## src/fsp_pkg.sv

```systemverilog
// Purpose: shared constants and types for the flash status protection logic
// Assumes: 1 MB array, 20-bit byte addresses, single-wire serial command link
// Notes: status word bit positions follow the combined 16-bit status word
package fsp_pkg;
   // status word bit positions
   localparam int unsigned BUSY_POS = 0;
   localparam int unsigned WEL_POS = 1;
   localparam int unsigned BP_LSB = 2;
   localparam int unsigned TB_POS = 5;
   localparam int unsigned SEC_POS = 6;
   localparam int unsigned LOCKL_POS = 7;
   localparam int unsigned LOCKH_POS = 8;
   localparam int unsigned QE_POS = 9;
   localparam int unsigned LB_LSB = 10;
   localparam int unsigned CMP_POS = 14;
   localparam int unsigned SUS_POS = 15;

   // factory values of the stored fields
   localparam logic [2:0] BP_RESET = 3'h0;
   localparam logic [1:0] LOCK_RESET = 2'h0;
   localparam logic [3:0] LB_RESET = 4'h0;
   localparam logic TB_RESET = 1'b0;
   localparam logic SEC_RESET = 1'b0;
   localparam logic CMP_RESET = 1'b0;
   localparam logic QE_RESET = 1'b0;

   // lock-mode encodings
   localparam logic [1:0] LOCK_SOFT = 2'h0;
   localparam logic [1:0] LOCK_PIN = 2'h1;
   localparam logic [1:0] LOCK_POWER = 2'h2;
   localparam logic [1:0] LOCK_OTP = 2'h3;

   // instruction codes
   localparam logic [7:0] OPC_WREN = 8'h06;
   localparam logic [7:0] OPC_WRDI = 8'h04;
   localparam logic [7:0] OPC_RD_LO = 8'h05;
   localparam logic [7:0] OPC_RD_HI = 8'h35;
   localparam logic [7:0] OPC_WR_STAT = 8'h01;
   localparam logic [7:0] OPC_PAGE = 8'h02;
   localparam logic [7:0] OPC_QPAGE = 8'h32;
   localparam logic [7:0] OPC_SECTOR = 8'h20;
   localparam logic [7:0] OPC_BLK32 = 8'h52;
   localparam logic [7:0] OPC_BLK64 = 8'hd8;
   localparam logic [7:0] OPC_CHIP_A = 8'hc7;
   localparam logic [7:0] OPC_CHIP_B = 8'h60;
   localparam logic [7:0] OPC_SUSPEND = 8'h75;
   localparam logic [7:0] OPC_RESUME = 8'h7a;

   // region sizes in bytes
   localparam int unsigned ADDR_W = 20;
   localparam logic [20:0] ARRAY_BYTES = 21'h100000;
   localparam logic [20:0] SECTOR_BYTES = 21'h001000;
   localparam logic [20:0] HALF_BLOCK_BYTES = 21'h008000;
   localparam logic [20:0] BLOCK_BYTES = 21'h010000;
   localparam logic [20:0] PAGE_BYTES = 21'h000100;

   // byte counts a command needs before its ending edge counts
   localparam logic [2:0] STAT_LO_BYTES = 3'h2;
   localparam logic [2:0] STAT_HI_BYTES = 3'h3;
   localparam logic [2:0] ADDR_CMD_BYTES = 3'h4;
   localparam logic [2:0] ONE_BYTE = 3'h1;
   localparam logic [2:0] BYTE_SAT = 3'h7;

   typedef enum logic [2:0] {
      OP_PAGE,
      OP_SECTOR,
      OP_BLK32,
      OP_BLK64,
      OP_CHIP
   } fsp_op_type;
endpackage

```

## src/fsp_range_check.sv

```systemverilog
// Purpose: decide whether an erase/program byte range touches protected memory
// Assumes: range given as first and last byte address, both inside the array
// Notes: purely combinational; caller samples the verdict before issuing
`timescale 1ns/1ps
module fsp_range_check (
   input wire logic sec_i,
   input wire logic tb_i,
   input wire logic cmp_i,
   input wire logic [2:0] bp_i,
   input wire logic [19:0] first_i,
   input wire logic [19:0] last_i,
   output logic hit_o
);
   // size of the base region chosen by granularity and block-protect code
   function automatic logic [20:0] region_size(input logic sec, input logic [2:0] bp);
      logic [20:0] sz;
      sz = '0;
      if (bp == 3'h0) begin
         sz = '0;
      end else if (!sec) begin
         // 64KB blocks, codes above 100 take the whole array
         if (bp > 3'h4) begin
            sz = fsp_pkg::ARRAY_BYTES;
         end else begin
            sz = fsp_pkg::BLOCK_BYTES << (bp - 3'h1);
         end
      end else begin
         // 4KB sectors; 10x saturates at 32KB, 11x covers everything
         if (bp[2:1] == 2'h3) begin
            sz = fsp_pkg::ARRAY_BYTES;
         end else if (bp[2]) begin
            sz = fsp_pkg::HALF_BLOCK_BYTES;
         end else begin
            sz = fsp_pkg::SECTOR_BYTES << (bp - 3'h1);
         end
      end
      return sz;
   endfunction

   logic [20:0] size;
   logic [20:0] lo;
   logic [20:0] hi;
   logic [20:0] first_w;
   logic [20:0] last_w;

   always_comb begin
      size = region_size(sec_i, bp_i);
      first_w = {1'b0, first_i};
      last_w = {1'b0, last_i};
      // top end when select is 0, bottom end when 1
      if (tb_i) begin
         lo = '0;
         hi = size - 21'h1;
      end else begin
         lo = fsp_pkg::ARRAY_BYTES - size;
         hi = fsp_pkg::ARRAY_BYTES - 21'h1;
      end
      if (!cmp_i) begin
         hit_o = (size != '0) && (first_w <= hi) && (last_w >= lo);
      end else begin
         // inverted set: everything outside the base region is read-only
         hit_o = (size == '0) || (first_w < lo) || (last_w > hi);
      end
   end
endmodule

```

## src/fsp_status_protect.sv

```systemverilog
// Purpose: status-register protection logic of a serial flash
// Assumes: link pins sampled by clk_i; reset models a power cycle
// Notes: no non-volatile storage here; reset loads the factory values
// Notes on behaviour
// - top/bottom select: 0 top end, 1 bottom
// - factory: top/bottom, granularity, invert all zero
// - top/bottom changes only through permitted status write
// - granularity 1 counts 4KB, 0 counts 64KB
// - invert bit lives at status bit 14
// - invert set flips protected and writable areas
// - lock-mode bits at status bits 8 and 7
// - mode 00 ignores pin, needs write latch
// - mode 01 refuses while pin low
// - mode 10 refuses until power cycle clears
// - mode 11 refuses status writes until power cycle clears
// - suspend 75h sets pause flag, bit 15
// - resume 7Ah while array not busy, or power cycle, clears flag
// - lock bits 13..10, default 0, set individually
// - lock bits never cleared by a write; only power cycle clears them
// - four-wire enable at bit 9, factory 0
// - four-wire enable repurposes the protect pin
// - 64KB sizes per code, 101/11x whole array
// - 4KB..32KB sizes, 11x whole array
// - protected-range erase or program is discarded
// - block-protect bits 4..2, factory 0
// - write latch set by enable, cleared by disable or after accepted writes; refused writes keep it
`timescale 1ns/1ps
module fsp_status_protect (
   input wire logic clk_i,
   input wire logic rst_n_i,
   input wire logic ce_i,
   input wire logic cs_n_i,
   input wire logic sclk_i,
   input wire logic mosi_i,
   input wire logic wp_n_i,
   input wire logic array_busy_i,
   output logic miso_o,
   output logic miso_oe_n_o,
   output logic op_valid_o,
   output fsp_pkg::fsp_op_type op_kind_o,
   output logic [19:0] op_first_o,
   output logic [19:0] op_last_o,
   output logic op_refused_o,
   output logic [15:0] status_o,
   output logic four_wire_enable_o,
   output logic [3:0] secure_lock_o
);
   // pin synchronisers: first stage is read only by the second
   logic [3:0] meta_ff;
   logic [3:0] sync_ff;
   logic sclk_d_ff;
   logic cs_d_ff;
   logic cs_s;
   logic sclk_s;
   logic mosi_s;
   logic wp_n_s;
   logic sclk_rise;
   logic sclk_fall;
   logic cs_start;
   logic cs_end;

   always_ff @(posedge clk_i or negedge rst_n_i) begin
      if (!rst_n_i) begin
         meta_ff <= 4'hf;
         sync_ff <= 4'hf;
         sclk_d_ff <= 1'b1;
         cs_d_ff <= 1'b1;
      end else if (ce_i) begin
         meta_ff <= {cs_n_i, sclk_i, mosi_i, wp_n_i};
         sync_ff <= meta_ff;
         sclk_d_ff <= sync_ff[2];
         cs_d_ff <= sync_ff[3];
      end
   end

   assign cs_s = sync_ff[3];
   assign sclk_s = sync_ff[2];
   assign mosi_s = sync_ff[1];
   assign wp_n_s = sync_ff[0];
   assign sclk_rise = !cs_s && sclk_s && !sclk_d_ff;
   assign sclk_fall = !cs_s && !sclk_s && sclk_d_ff;
   assign cs_start = !cs_s && cs_d_ff;
   assign cs_end = cs_s && !cs_d_ff;

   // stored status fields
   logic [2:0] bp_ff;
   logic tb_ff;
   logic sec_ff;
   logic cmp_ff;
   logic [1:0] lock_ff;
   logic qe_ff;
   logic [3:0] lb_ff;
   logic sus_ff;
   logic wel_ff;
   logic [15:0] stat_w;

   // bit positions set by the package
   always_comb begin
      stat_w = '0;
      stat_w[fsp_pkg::BUSY_POS] = array_busy_i;
      stat_w[fsp_pkg::WEL_POS] = wel_ff;
      stat_w[fsp_pkg::BP_LSB +: 3] = bp_ff;
      stat_w[fsp_pkg::TB_POS] = tb_ff;
      stat_w[fsp_pkg::SEC_POS] = sec_ff;
      stat_w[fsp_pkg::LOCKL_POS] = lock_ff[0];
      stat_w[fsp_pkg::LOCKH_POS] = lock_ff[1];
      stat_w[fsp_pkg::QE_POS] = qe_ff;
      stat_w[fsp_pkg::LB_LSB +: 4] = lb_ff;
      stat_w[fsp_pkg::CMP_POS] = cmp_ff;
      stat_w[fsp_pkg::SUS_POS] = sus_ff;
   end

   // receive shifter and byte counting
   logic [6:0] rx_ff;
   logic [2:0] bit_ff;
   logic [2:0] byte_ff;
   logic [7:0] opc_ff;
   logic [23:0] addr_ff;
   logic [7:0] wr_lo_ff;
   logic [7:0] wr_hi_ff;
   logic [7:0] rx_byte;
   logic byte_done;

   assign rx_byte = {rx_ff, mosi_s};
   assign byte_done = sclk_rise && (bit_ff == 3'h7);

   always_ff @(posedge clk_i or negedge rst_n_i) begin
      if (!rst_n_i) begin
         rx_ff <= '0;
         bit_ff <= '0;
         byte_ff <= '0;
      end else if (ce_i) begin
         if (cs_start) begin
            bit_ff <= '0;
            byte_ff <= '0;
         end else if (sclk_rise) begin
            rx_ff <= rx_byte[6:0];
            bit_ff <= bit_ff + 3'h1;
            // saturate so long page data cannot wrap the count
            if (byte_done && byte_ff != fsp_pkg::BYTE_SAT) begin
               byte_ff <= byte_ff + 3'h1;
            end
         end
      end
   end

   always_ff @(posedge clk_i or negedge rst_n_i) begin
      if (!rst_n_i) begin
         opc_ff <= '0;
         addr_ff <= '0;
         wr_lo_ff <= '0;
         wr_hi_ff <= '0;
      end else if (ce_i) begin
         if (cs_start) begin
            opc_ff <= '0;
         end else if (byte_done) begin
            case (byte_ff)
               3'h0: opc_ff <= rx_byte;
               3'h1: begin
                  addr_ff[23:16] <= rx_byte;
                  wr_lo_ff <= rx_byte;
               end
               3'h2: begin
                  addr_ff[15:8] <= rx_byte;
                  wr_hi_ff <= rx_byte;
               end
               3'h3: addr_ff[7:0] <= rx_byte;
               default: ;
            endcase
         end
      end
   end

   // status read-out: reload at every byte boundary so repeated bytes stay live
   logic [7:0] tx_ff;
   logic rd_ff;
   logic rd_hi_ff;
   logic miso_ff;
   logic miso_oe_n_ff;
   logic [7:0] rd_byte;

   always_comb begin
      if (byte_ff == 3'h0) begin
         rd_byte = (rx_byte == fsp_pkg::OPC_RD_HI) ? stat_w[15:8] : stat_w[7:0];
      end else begin
         rd_byte = rd_hi_ff ? stat_w[15:8] : stat_w[7:0];
      end
   end

   always_ff @(posedge clk_i or negedge rst_n_i) begin
      if (!rst_n_i) begin
         tx_ff <= '0;
         rd_ff <= 1'b0;
         rd_hi_ff <= 1'b0;
         miso_ff <= 1'b0;
         miso_oe_n_ff <= 1'b1;
      end else if (ce_i) begin
         if (cs_s) begin
            rd_ff <= 1'b0;
            miso_oe_n_ff <= 1'b1;
         end else if (byte_done && byte_ff == 3'h0) begin
            rd_ff <= (rx_byte == fsp_pkg::OPC_RD_LO) || (rx_byte == fsp_pkg::OPC_RD_HI);
            rd_hi_ff <= (rx_byte == fsp_pkg::OPC_RD_HI);
            tx_ff <= rd_byte;
         end else if (byte_done && rd_ff) begin
            tx_ff <= rd_byte;
         end else if (sclk_fall && rd_ff) begin
            miso_ff <= tx_ff[7];
            miso_oe_n_ff <= 1'b0;
            tx_ff <= {tx_ff[6:0], 1'b0};
         end
      end
   end

   // command completion at the end of the frame
   logic whole_bytes;
   logic is_chip;
   logic is_addr_op;
   logic ignore_busy;
   logic stat_wr_ok;
   logic pin_high;
   fsp_pkg::fsp_op_type kind;
   logic [20:0] span;
   logic [19:0] first_w;
   logic [19:0] last_w;
   logic hit;

   assign whole_bytes = (bit_ff == 3'h0);
   assign is_chip = (opc_ff == fsp_pkg::OPC_CHIP_A) || (opc_ff == fsp_pkg::OPC_CHIP_B);
   assign ignore_busy = array_busy_i;
   // with four-wire enabled the protect pin is a data line and counts as high
   assign pin_high = qe_ff || wp_n_s;

   always_comb begin
      // lock mode decides the pin role and whether writes go through
      case (lock_ff)
         fsp_pkg::LOCK_SOFT: stat_wr_ok = wel_ff;
         fsp_pkg::LOCK_PIN: stat_wr_ok = wel_ff && pin_high;
         fsp_pkg::LOCK_POWER: stat_wr_ok = 1'b0;
         fsp_pkg::LOCK_OTP: stat_wr_ok = 1'b0;
         default: stat_wr_ok = 1'b0;
      endcase
   end

   always_comb begin
      is_addr_op = 1'b1;
      kind = fsp_pkg::OP_PAGE;
      span = fsp_pkg::PAGE_BYTES;
      case (opc_ff)
         fsp_pkg::OPC_PAGE, fsp_pkg::OPC_QPAGE: begin
            kind = fsp_pkg::OP_PAGE;
            span = fsp_pkg::PAGE_BYTES;
         end
         fsp_pkg::OPC_SECTOR: begin
            kind = fsp_pkg::OP_SECTOR;
            span = fsp_pkg::SECTOR_BYTES;
         end
         fsp_pkg::OPC_BLK32: begin
            kind = fsp_pkg::OP_BLK32;
            span = fsp_pkg::HALF_BLOCK_BYTES;
         end
         fsp_pkg::OPC_BLK64: begin
            kind = fsp_pkg::OP_BLK64;
            span = fsp_pkg::BLOCK_BYTES;
         end
         default: begin
            is_addr_op = 1'b0;
            kind = fsp_pkg::OP_CHIP;
            span = fsp_pkg::ARRAY_BYTES;
         end
      endcase
      if (is_chip) begin
         first_w = '0;
      end else begin
         // align down to the unit so the check sees the whole target
         first_w = addr_ff[19:0] & ~(span[19:0] - 20'h1);
      end
      last_w = first_w + (span[19:0] - 20'h1);
   end

   // verdict from the live fields, sampled on the frame end
   fsp_range_check u_check (
      .sec_i(sec_ff),
      .tb_i(tb_ff),
      .cmp_i(cmp_ff),
      .bp_i(bp_ff),
      .first_i(first_w),
      .last_i(last_w),
      .hit_o(hit)
   );

   logic do_wren;
   logic do_wrdi;
   logic do_stat;
   logic do_array;

   assign do_wren = cs_end && whole_bytes && !ignore_busy && (byte_ff == fsp_pkg::ONE_BYTE)
                    && (opc_ff == fsp_pkg::OPC_WREN);
   assign do_wrdi = cs_end && whole_bytes && !ignore_busy && (byte_ff == fsp_pkg::ONE_BYTE)
                    && (opc_ff == fsp_pkg::OPC_WRDI);
   assign do_stat = cs_end && whole_bytes && !ignore_busy && (opc_ff == fsp_pkg::OPC_WR_STAT)
                    && (byte_ff >= fsp_pkg::STAT_LO_BYTES) && stat_wr_ok;
   assign do_array = cs_end && whole_bytes && !ignore_busy && wel_ff
                     && ((is_addr_op && byte_ff >= fsp_pkg::ADDR_CMD_BYTES)
                         || (is_chip && byte_ff == fsp_pkg::ONE_BYTE));

   // status fields change only through an accepted status write
   always_ff @(posedge clk_i or negedge rst_n_i) begin
      if (!rst_n_i) begin
         bp_ff <= fsp_pkg::BP_RESET;
         tb_ff <= fsp_pkg::TB_RESET;
         sec_ff <= fsp_pkg::SEC_RESET;
         cmp_ff <= fsp_pkg::CMP_RESET;
         lock_ff <= fsp_pkg::LOCK_RESET; // power cycle returns lock mode to 00
         qe_ff <= fsp_pkg::QE_RESET;
         lb_ff <= fsp_pkg::LB_RESET;
      end else if (ce_i && do_stat) begin
         bp_ff <= wr_lo_ff[fsp_pkg::BP_LSB +: 3];
         tb_ff <= wr_lo_ff[fsp_pkg::TB_POS];
         sec_ff <= wr_lo_ff[fsp_pkg::SEC_POS];
         lock_ff[0] <= wr_lo_ff[fsp_pkg::LOCKL_POS];
         // a one-byte write leaves the high byte untouched
         if (byte_ff >= fsp_pkg::STAT_HI_BYTES) begin
            lock_ff[1] <= wr_hi_ff[fsp_pkg::LOCKH_POS - 8];
            qe_ff <= wr_hi_ff[fsp_pkg::QE_POS - 8];
            cmp_ff <= wr_hi_ff[fsp_pkg::CMP_POS - 8];
            // locks can only be added, never removed
            lb_ff <= lb_ff | wr_hi_ff[fsp_pkg::LB_LSB - 8 +: 4];
         end
      end
   end

   // write latch: enable sets, disable or a finished write clears
   always_ff @(posedge clk_i or negedge rst_n_i) begin
      if (!rst_n_i) begin
         wel_ff <= 1'b0;
      end else if (ce_i) begin
         if (do_wren) begin
            wel_ff <= 1'b1;
         end else if (do_wrdi || do_stat || (do_array && !hit)) begin
            wel_ff <= 1'b0;
         end
      end
   end

   // pause flag: read only, so only instructions move it
   always_ff @(posedge clk_i or negedge rst_n_i) begin
      if (!rst_n_i) begin
         sus_ff <= 1'b0;
      end else if (ce_i && cs_end && whole_bytes && byte_ff == fsp_pkg::ONE_BYTE) begin
         if (opc_ff == fsp_pkg::OPC_SUSPEND) begin
            sus_ff <= 1'b1;
         end else if (opc_ff == fsp_pkg::OPC_RESUME && !array_busy_i) begin
            sus_ff <= 1'b0;
         end
      end
   end

   // array request: refused ones never reach op_valid_o
   logic op_valid_ff;
   logic op_refused_ff;
   fsp_pkg::fsp_op_type op_kind_ff;
   logic [19:0] op_first_ff;
   logic [19:0] op_last_ff;
   logic [15:0] status_ff;

   always_ff @(posedge clk_i or negedge rst_n_i) begin
      if (!rst_n_i) begin
         op_valid_ff <= 1'b0;
         op_refused_ff <= 1'b0;
         op_kind_ff <= fsp_pkg::OP_PAGE;
         op_first_ff <= '0;
         op_last_ff <= '0;
      end else if (ce_i) begin
         op_valid_ff <= do_array && !hit;
         op_refused_ff <= do_array && hit;
         if (do_array) begin
            op_kind_ff <= kind;
            op_first_ff <= first_w;
            op_last_ff <= last_w;
         end
      end
   end

   always_ff @(posedge clk_i or negedge rst_n_i) begin
      if (!rst_n_i) begin
         status_ff <= '0;
      end else if (ce_i) begin
         status_ff <= stat_w;
      end
   end

   assign miso_o = miso_ff;
   assign miso_oe_n_o = miso_oe_n_ff;
   assign op_valid_o = op_valid_ff;
   assign op_refused_o = op_refused_ff;
   assign op_kind_o = op_kind_ff;
   assign op_first_o = op_first_ff;
   assign op_last_o = op_last_ff;
   assign status_o = status_ff;
   assign four_wire_enable_o = qe_ff;
   assign secure_lock_o = lb_ff;
endmodule

```

## config.mk

```make
export PLATFORM = sky130hd
export DESIGN_NAME = fsp_status_protect
export DESIGN_NICKNAME = d
export VERILOG_FILES = /design/src/fsp_pkg.sv /design/src/fsp_range_check.sv /design/src/fsp_status_protect.sv
export SDC_FILE = /design/constraint.sdc
export NUM_CORES = 1
export LEC_CHECK = 0
export BUFFER_PORTS_ARGS = -buffer_cell sky130_fd_sc_hd__buf_2
export CORE_MARGIN = 10
export CORE_UTILIZATION = 59
export DETAILED_ROUTE_END_ITERATION = 8
export PLACE_DENSITY = 0.77
export SETUP_SLACK_MARGIN = 0.4
export SYNTH_ARGS = -nofsm -noshare
export SYNTH_HDL_FRONTEND = slang
export SYNTH_SLANG_ARGS = --single-unit
```

## constraint.sdc

```tcl
create_clock -name clk_i -period 6.4 [get_ports clk_i]
set_input_delay 0.64 -clock clk_i [delete_from_list [all_inputs] [get_ports clk_i]]
set_output_delay 0.64 -clock clk_i [all_outputs]
set_load 0.02 [all_outputs]
```

==> impl_metrics.toml <==
[status]
outcome = "finished, final reports clean"

[clock_network]
cts_buffers = 17
clock_latency_ns = 0.42
clock_path_buffers = 2
cts.reportedPaths.clkPinSlew_ns = 0.05
tritoncts = "done"
postCtsSetupBuffers = 0
cts_htree_levels = 4
cts_sinks = 120
root_buffer = "clkbuf_16"

[drt]
drc = 0
wl_per_cell_um = 19.22
routed_wl_mm = 17.01
ant_nets = 0
drt-pass1-iter-count = 5
routed-via-count = 5298
drtIter0Drc = 387
viasPerCell = 5.986

[synth]
synth_top_area_frac = 0.3887
synth_compound_gate_area_share = 0.1303
postSynthAreaPerCell_um2 = 10.49
yosysWarnings = 0
yosysMostFrequentCell = "dfrtp_1"
synth_fa_ha_area_frac = 0.09717
yosys.area_share.simple = 0.1482
yosysTopAreaCell = "dfrtp_1"
synth.area.top_cells = "dfrtp_1 39%, mux2_2 12%, ha_1 9.3%, nand2_1 4.6%, dfstp_2 4.1%"
synth_flop_cell = "dfrtp_1"
synth-xor-area-share = 0.02122
syn_inst = 669
synth_top_family_by_area = "simple AND/OR/NAND/NOR gates"
synth_cell_types = 71
ys_seq_area_frac = 0.4298
ys_top_cells_by_count = "109 x dfrtp_1, 86 x nand2_1, 73 x mux2_2"
syn_area_um2 = 7018
ys_ff_latch = 120
synth_edf_count = 0
synthArstFlopShare = 1.000
synthMuxAreaShare = 0.1316

[critical_path]
path_cells = "or2_2, nor4_2, and3_1, inv_1, ha_1, and2_1, and2_1, ha_1, nor2_1, o21ai_0, a221oi_2, o21bai_1, a21oi_1, xnor2_1, ha_1, nand3_1, or4_1, a211oi_1, a221oi_1, o21a_1, o311ai_4, o2bb2ai_1"
path_buf_inv = 1
cp_common_cell = "ha_1"
required_ns = 6.69
crit_path_start_kind = "register"
path_class = "reg2reg"
reg2reg_depth = 22
crit_arrival_ns = 5.87
slowest_stage = "dfrtp_1"
setup.worst_path.end_class = "register"
critPathMaxFanout = 7
cp.depth = 22
crit_family = "compound AO/OA/AOI/OAI gates"
critPathMaxStageDelay_ns = 0.43

[cells_and_area]
layout-drive-gt1-share = 0.2776
area_growth_pct = 14.53
antenna_cells = 0
fillCellCount = 868
nNetsFinal = 790

[power]
fin_total_pwr_uw = 2074
pwr-share-comb = 0.088
p_sw_frac = 0.2402
p_int_uw = 1576
pwr-share-clk = 0.489
power_density_nw_per_um2 = 258.0
p_leak_uw = 0.004145
peakVddDrop_mv = 0.2756
pwr-share-seq = 0.423
switching_power_uw = 498.3

[sta]
max_freq_ghz = 0.1793
clock_skew_ns = 0.005954
max_slew.worst_pin.slew_ns = 1.171
period_share = 0.8717
rsz0062_at_grt = "false"
fin_crit_ns = 5.579
setup_viol = 0
fin_tns_setup_ns = 0
setup_ws_ns = 0.8213
report.final.slew_viol_count = 0
hold_viol = 0
max-slew-margin-rel = 0.1969

[grt]
grt_use_total = 0.2098
grt_max_degree = 87
grt_overflow_total = 0
antenna_found_initial = 0
grt_pass1_vias = 5343
grt_pass1_wl_mm = 27.41

[floorplan]
die_area_um2 = 16660
row_count = 39
pin_count = 76
initial_core_util = 0.6094
die_w_um = 129.1
core_um2 = 11520
die_y_um = 129.1

[placed_design]
dp_hpwl_mm = 12.71
io_buffers = 67
pre_cts_ws_ns = 0.4430
gp_congestion = 0.9060

[flow_run]
maxCapViolations = 0

[worst_hold_path]
hold_path.class = "in2async"
cell type report:
type / instances / area [um^2] / share of cell area
Tap cell: 143 / 178.9 / 0.02226
Timing Repair Buffer: 70 / 360.3 / 0.04483
Sequential cell: 120 / 3017 / 0.3753
Multi-Input combinational cell: 498 / 3761 / 0.4679
Inverter: 22 / 82.58 / 0.01027
Clock inverter: 6 / 108.9 / 0.01354
Clock buffer: 26 / 529.3 / 0.06585
state kept, by name, summed over array words and instances, names as in the netlist, 7 cells and up:
name,cells
rx_ff,7
op_last_o,13
op_first_o,12
wr_lo_ff,8
addr_ff,8
tx_ff,8
opc_ff,8
status_o,16
cell usage in the layout (no fill, tap or decap), types with 4 or more instances in the layout:
cell type and n:
dfrtp_1 109, nand2_1 86, mux2_2 73, buf_2 66
ha_1 52, o21ai_0 31, nor2_1 26, a21oi_1 22
inv_1 21, and2_1 17, clkbuf_16 17, xnor2_1 13
a21o_1 13, dfstp_2 11, a22o_1 10, nor3_1 9
nor2b_1 9, mux2i_1 9, a211oi_1 8, nand3_1 8
nand2b_1 8, conb_1 8, o21a_1 7, clkbuf_8 7
or2_2 6, and3_1 5, nand3b_1 5, o31ai_1 5
nor4_1 4, a22oi_1 4, xor2_1 4, buf_4 4
cells by family (layout without fill, tap and decap cells):
logic type | Yosys count | in the layout
adder cells (fa/ha/maj) | 54 | 54
flip-flops | 120 | 120
multiplexers | 83 | 83
buffers and inverters | 58 | 124
other | 1 | 8
AO/OA/AOI/OAI | 130 | 130
AND/OR/NAND/NOR | 206 | 206
XOR/XNOR | 17 | 17
worst reg2reg max path: stages (launching register included):
cell and delay [ns]:
dfrtp_1 0.43, or2_2 0.37, nor4_2 0.27, and3_1 0.29, inv_1 0.15, ha_1 0.33, and2_1 0.15, and2_1 0.19
ha_1 0.26, nor2_1 0.10, o21ai_0 0.13, a221oi_2 0.39, o21bai_1 0.11, a21oi_1 0.25, xnor2_1 0.12, ha_1 0.30
nand3_1 0.07, or4_1 0.39, a211oi_1 0.28, a221oi_1 0.11, o21a_1 0.21, o311ai_4 0.38, o2bb2ai_1 0.14
layer usage:
metal  wire [um]  GRT usage  up-vias  part of all wire
met5           0          0        -                 0
met4         385    0.08027        0             0.023
met3         699    0.05139       29             0.041
met2        8707     0.3589      123              0.51
met1        7216     0.2513     2648              0.42
li1            -          -     2498                 -
through the flow:
step	hold WS (ns)	instances	cell area (um^2)	utilization
finish	0.1617	885	8038	0.6980
detailed placement	0.4643	853	7377	0.6406
global placement	0.4543	853	7377	0.6406
global route	0.1873	885	8038	0.6980
CTS	0.1685	885	8015	0.6960
floorplan	0.3444	676	7044	-
power by group through the flow:
stage / clock (uW) / sequential [uW] / combinational [uW]
2_1_floorplan: 0 / 863 / 138
3_3_place_gp: 0 / 885 / 172
3_5_place_dp: 0 / 890 / 180
4_1_cts: 1030 / 877 / 186
5_1_grt: 1070 / 885 / 210
6_report: 1010 / 878 / 183
final timing paths:
| check | startpoint | to | slack [ns] |
|---|---|---|---|
| setup / recovery | opc_ff[0] | op_refused_o | 0.82 |
| hold / removal | rst_n_i | op_kind_o[0] | 0.16 |
| setup reg to reg | opc_ff[0] | op_refused_o | 0.82 |
| hold reg to reg | op_last_o[15] | op_last_o[15] | 0.47 |
| max in group asynchronous | rst_n_i | bit_ff[2] | 4.83 |
| min in group clk_i | sclk_i | meta_ff[2] | 0.45 |
what timing repair did:
| action | in CTS | in global routing |
|---|---|---|
| hold endpoints to repair | 0 | 0 |
| endpoints found under the setup margin | 0 | 3 |
| gates resized for setup | 0 | 3 |
| hold buffers | 0 | 0 |
Note: power is estimated with default switching activity, not from simulation.
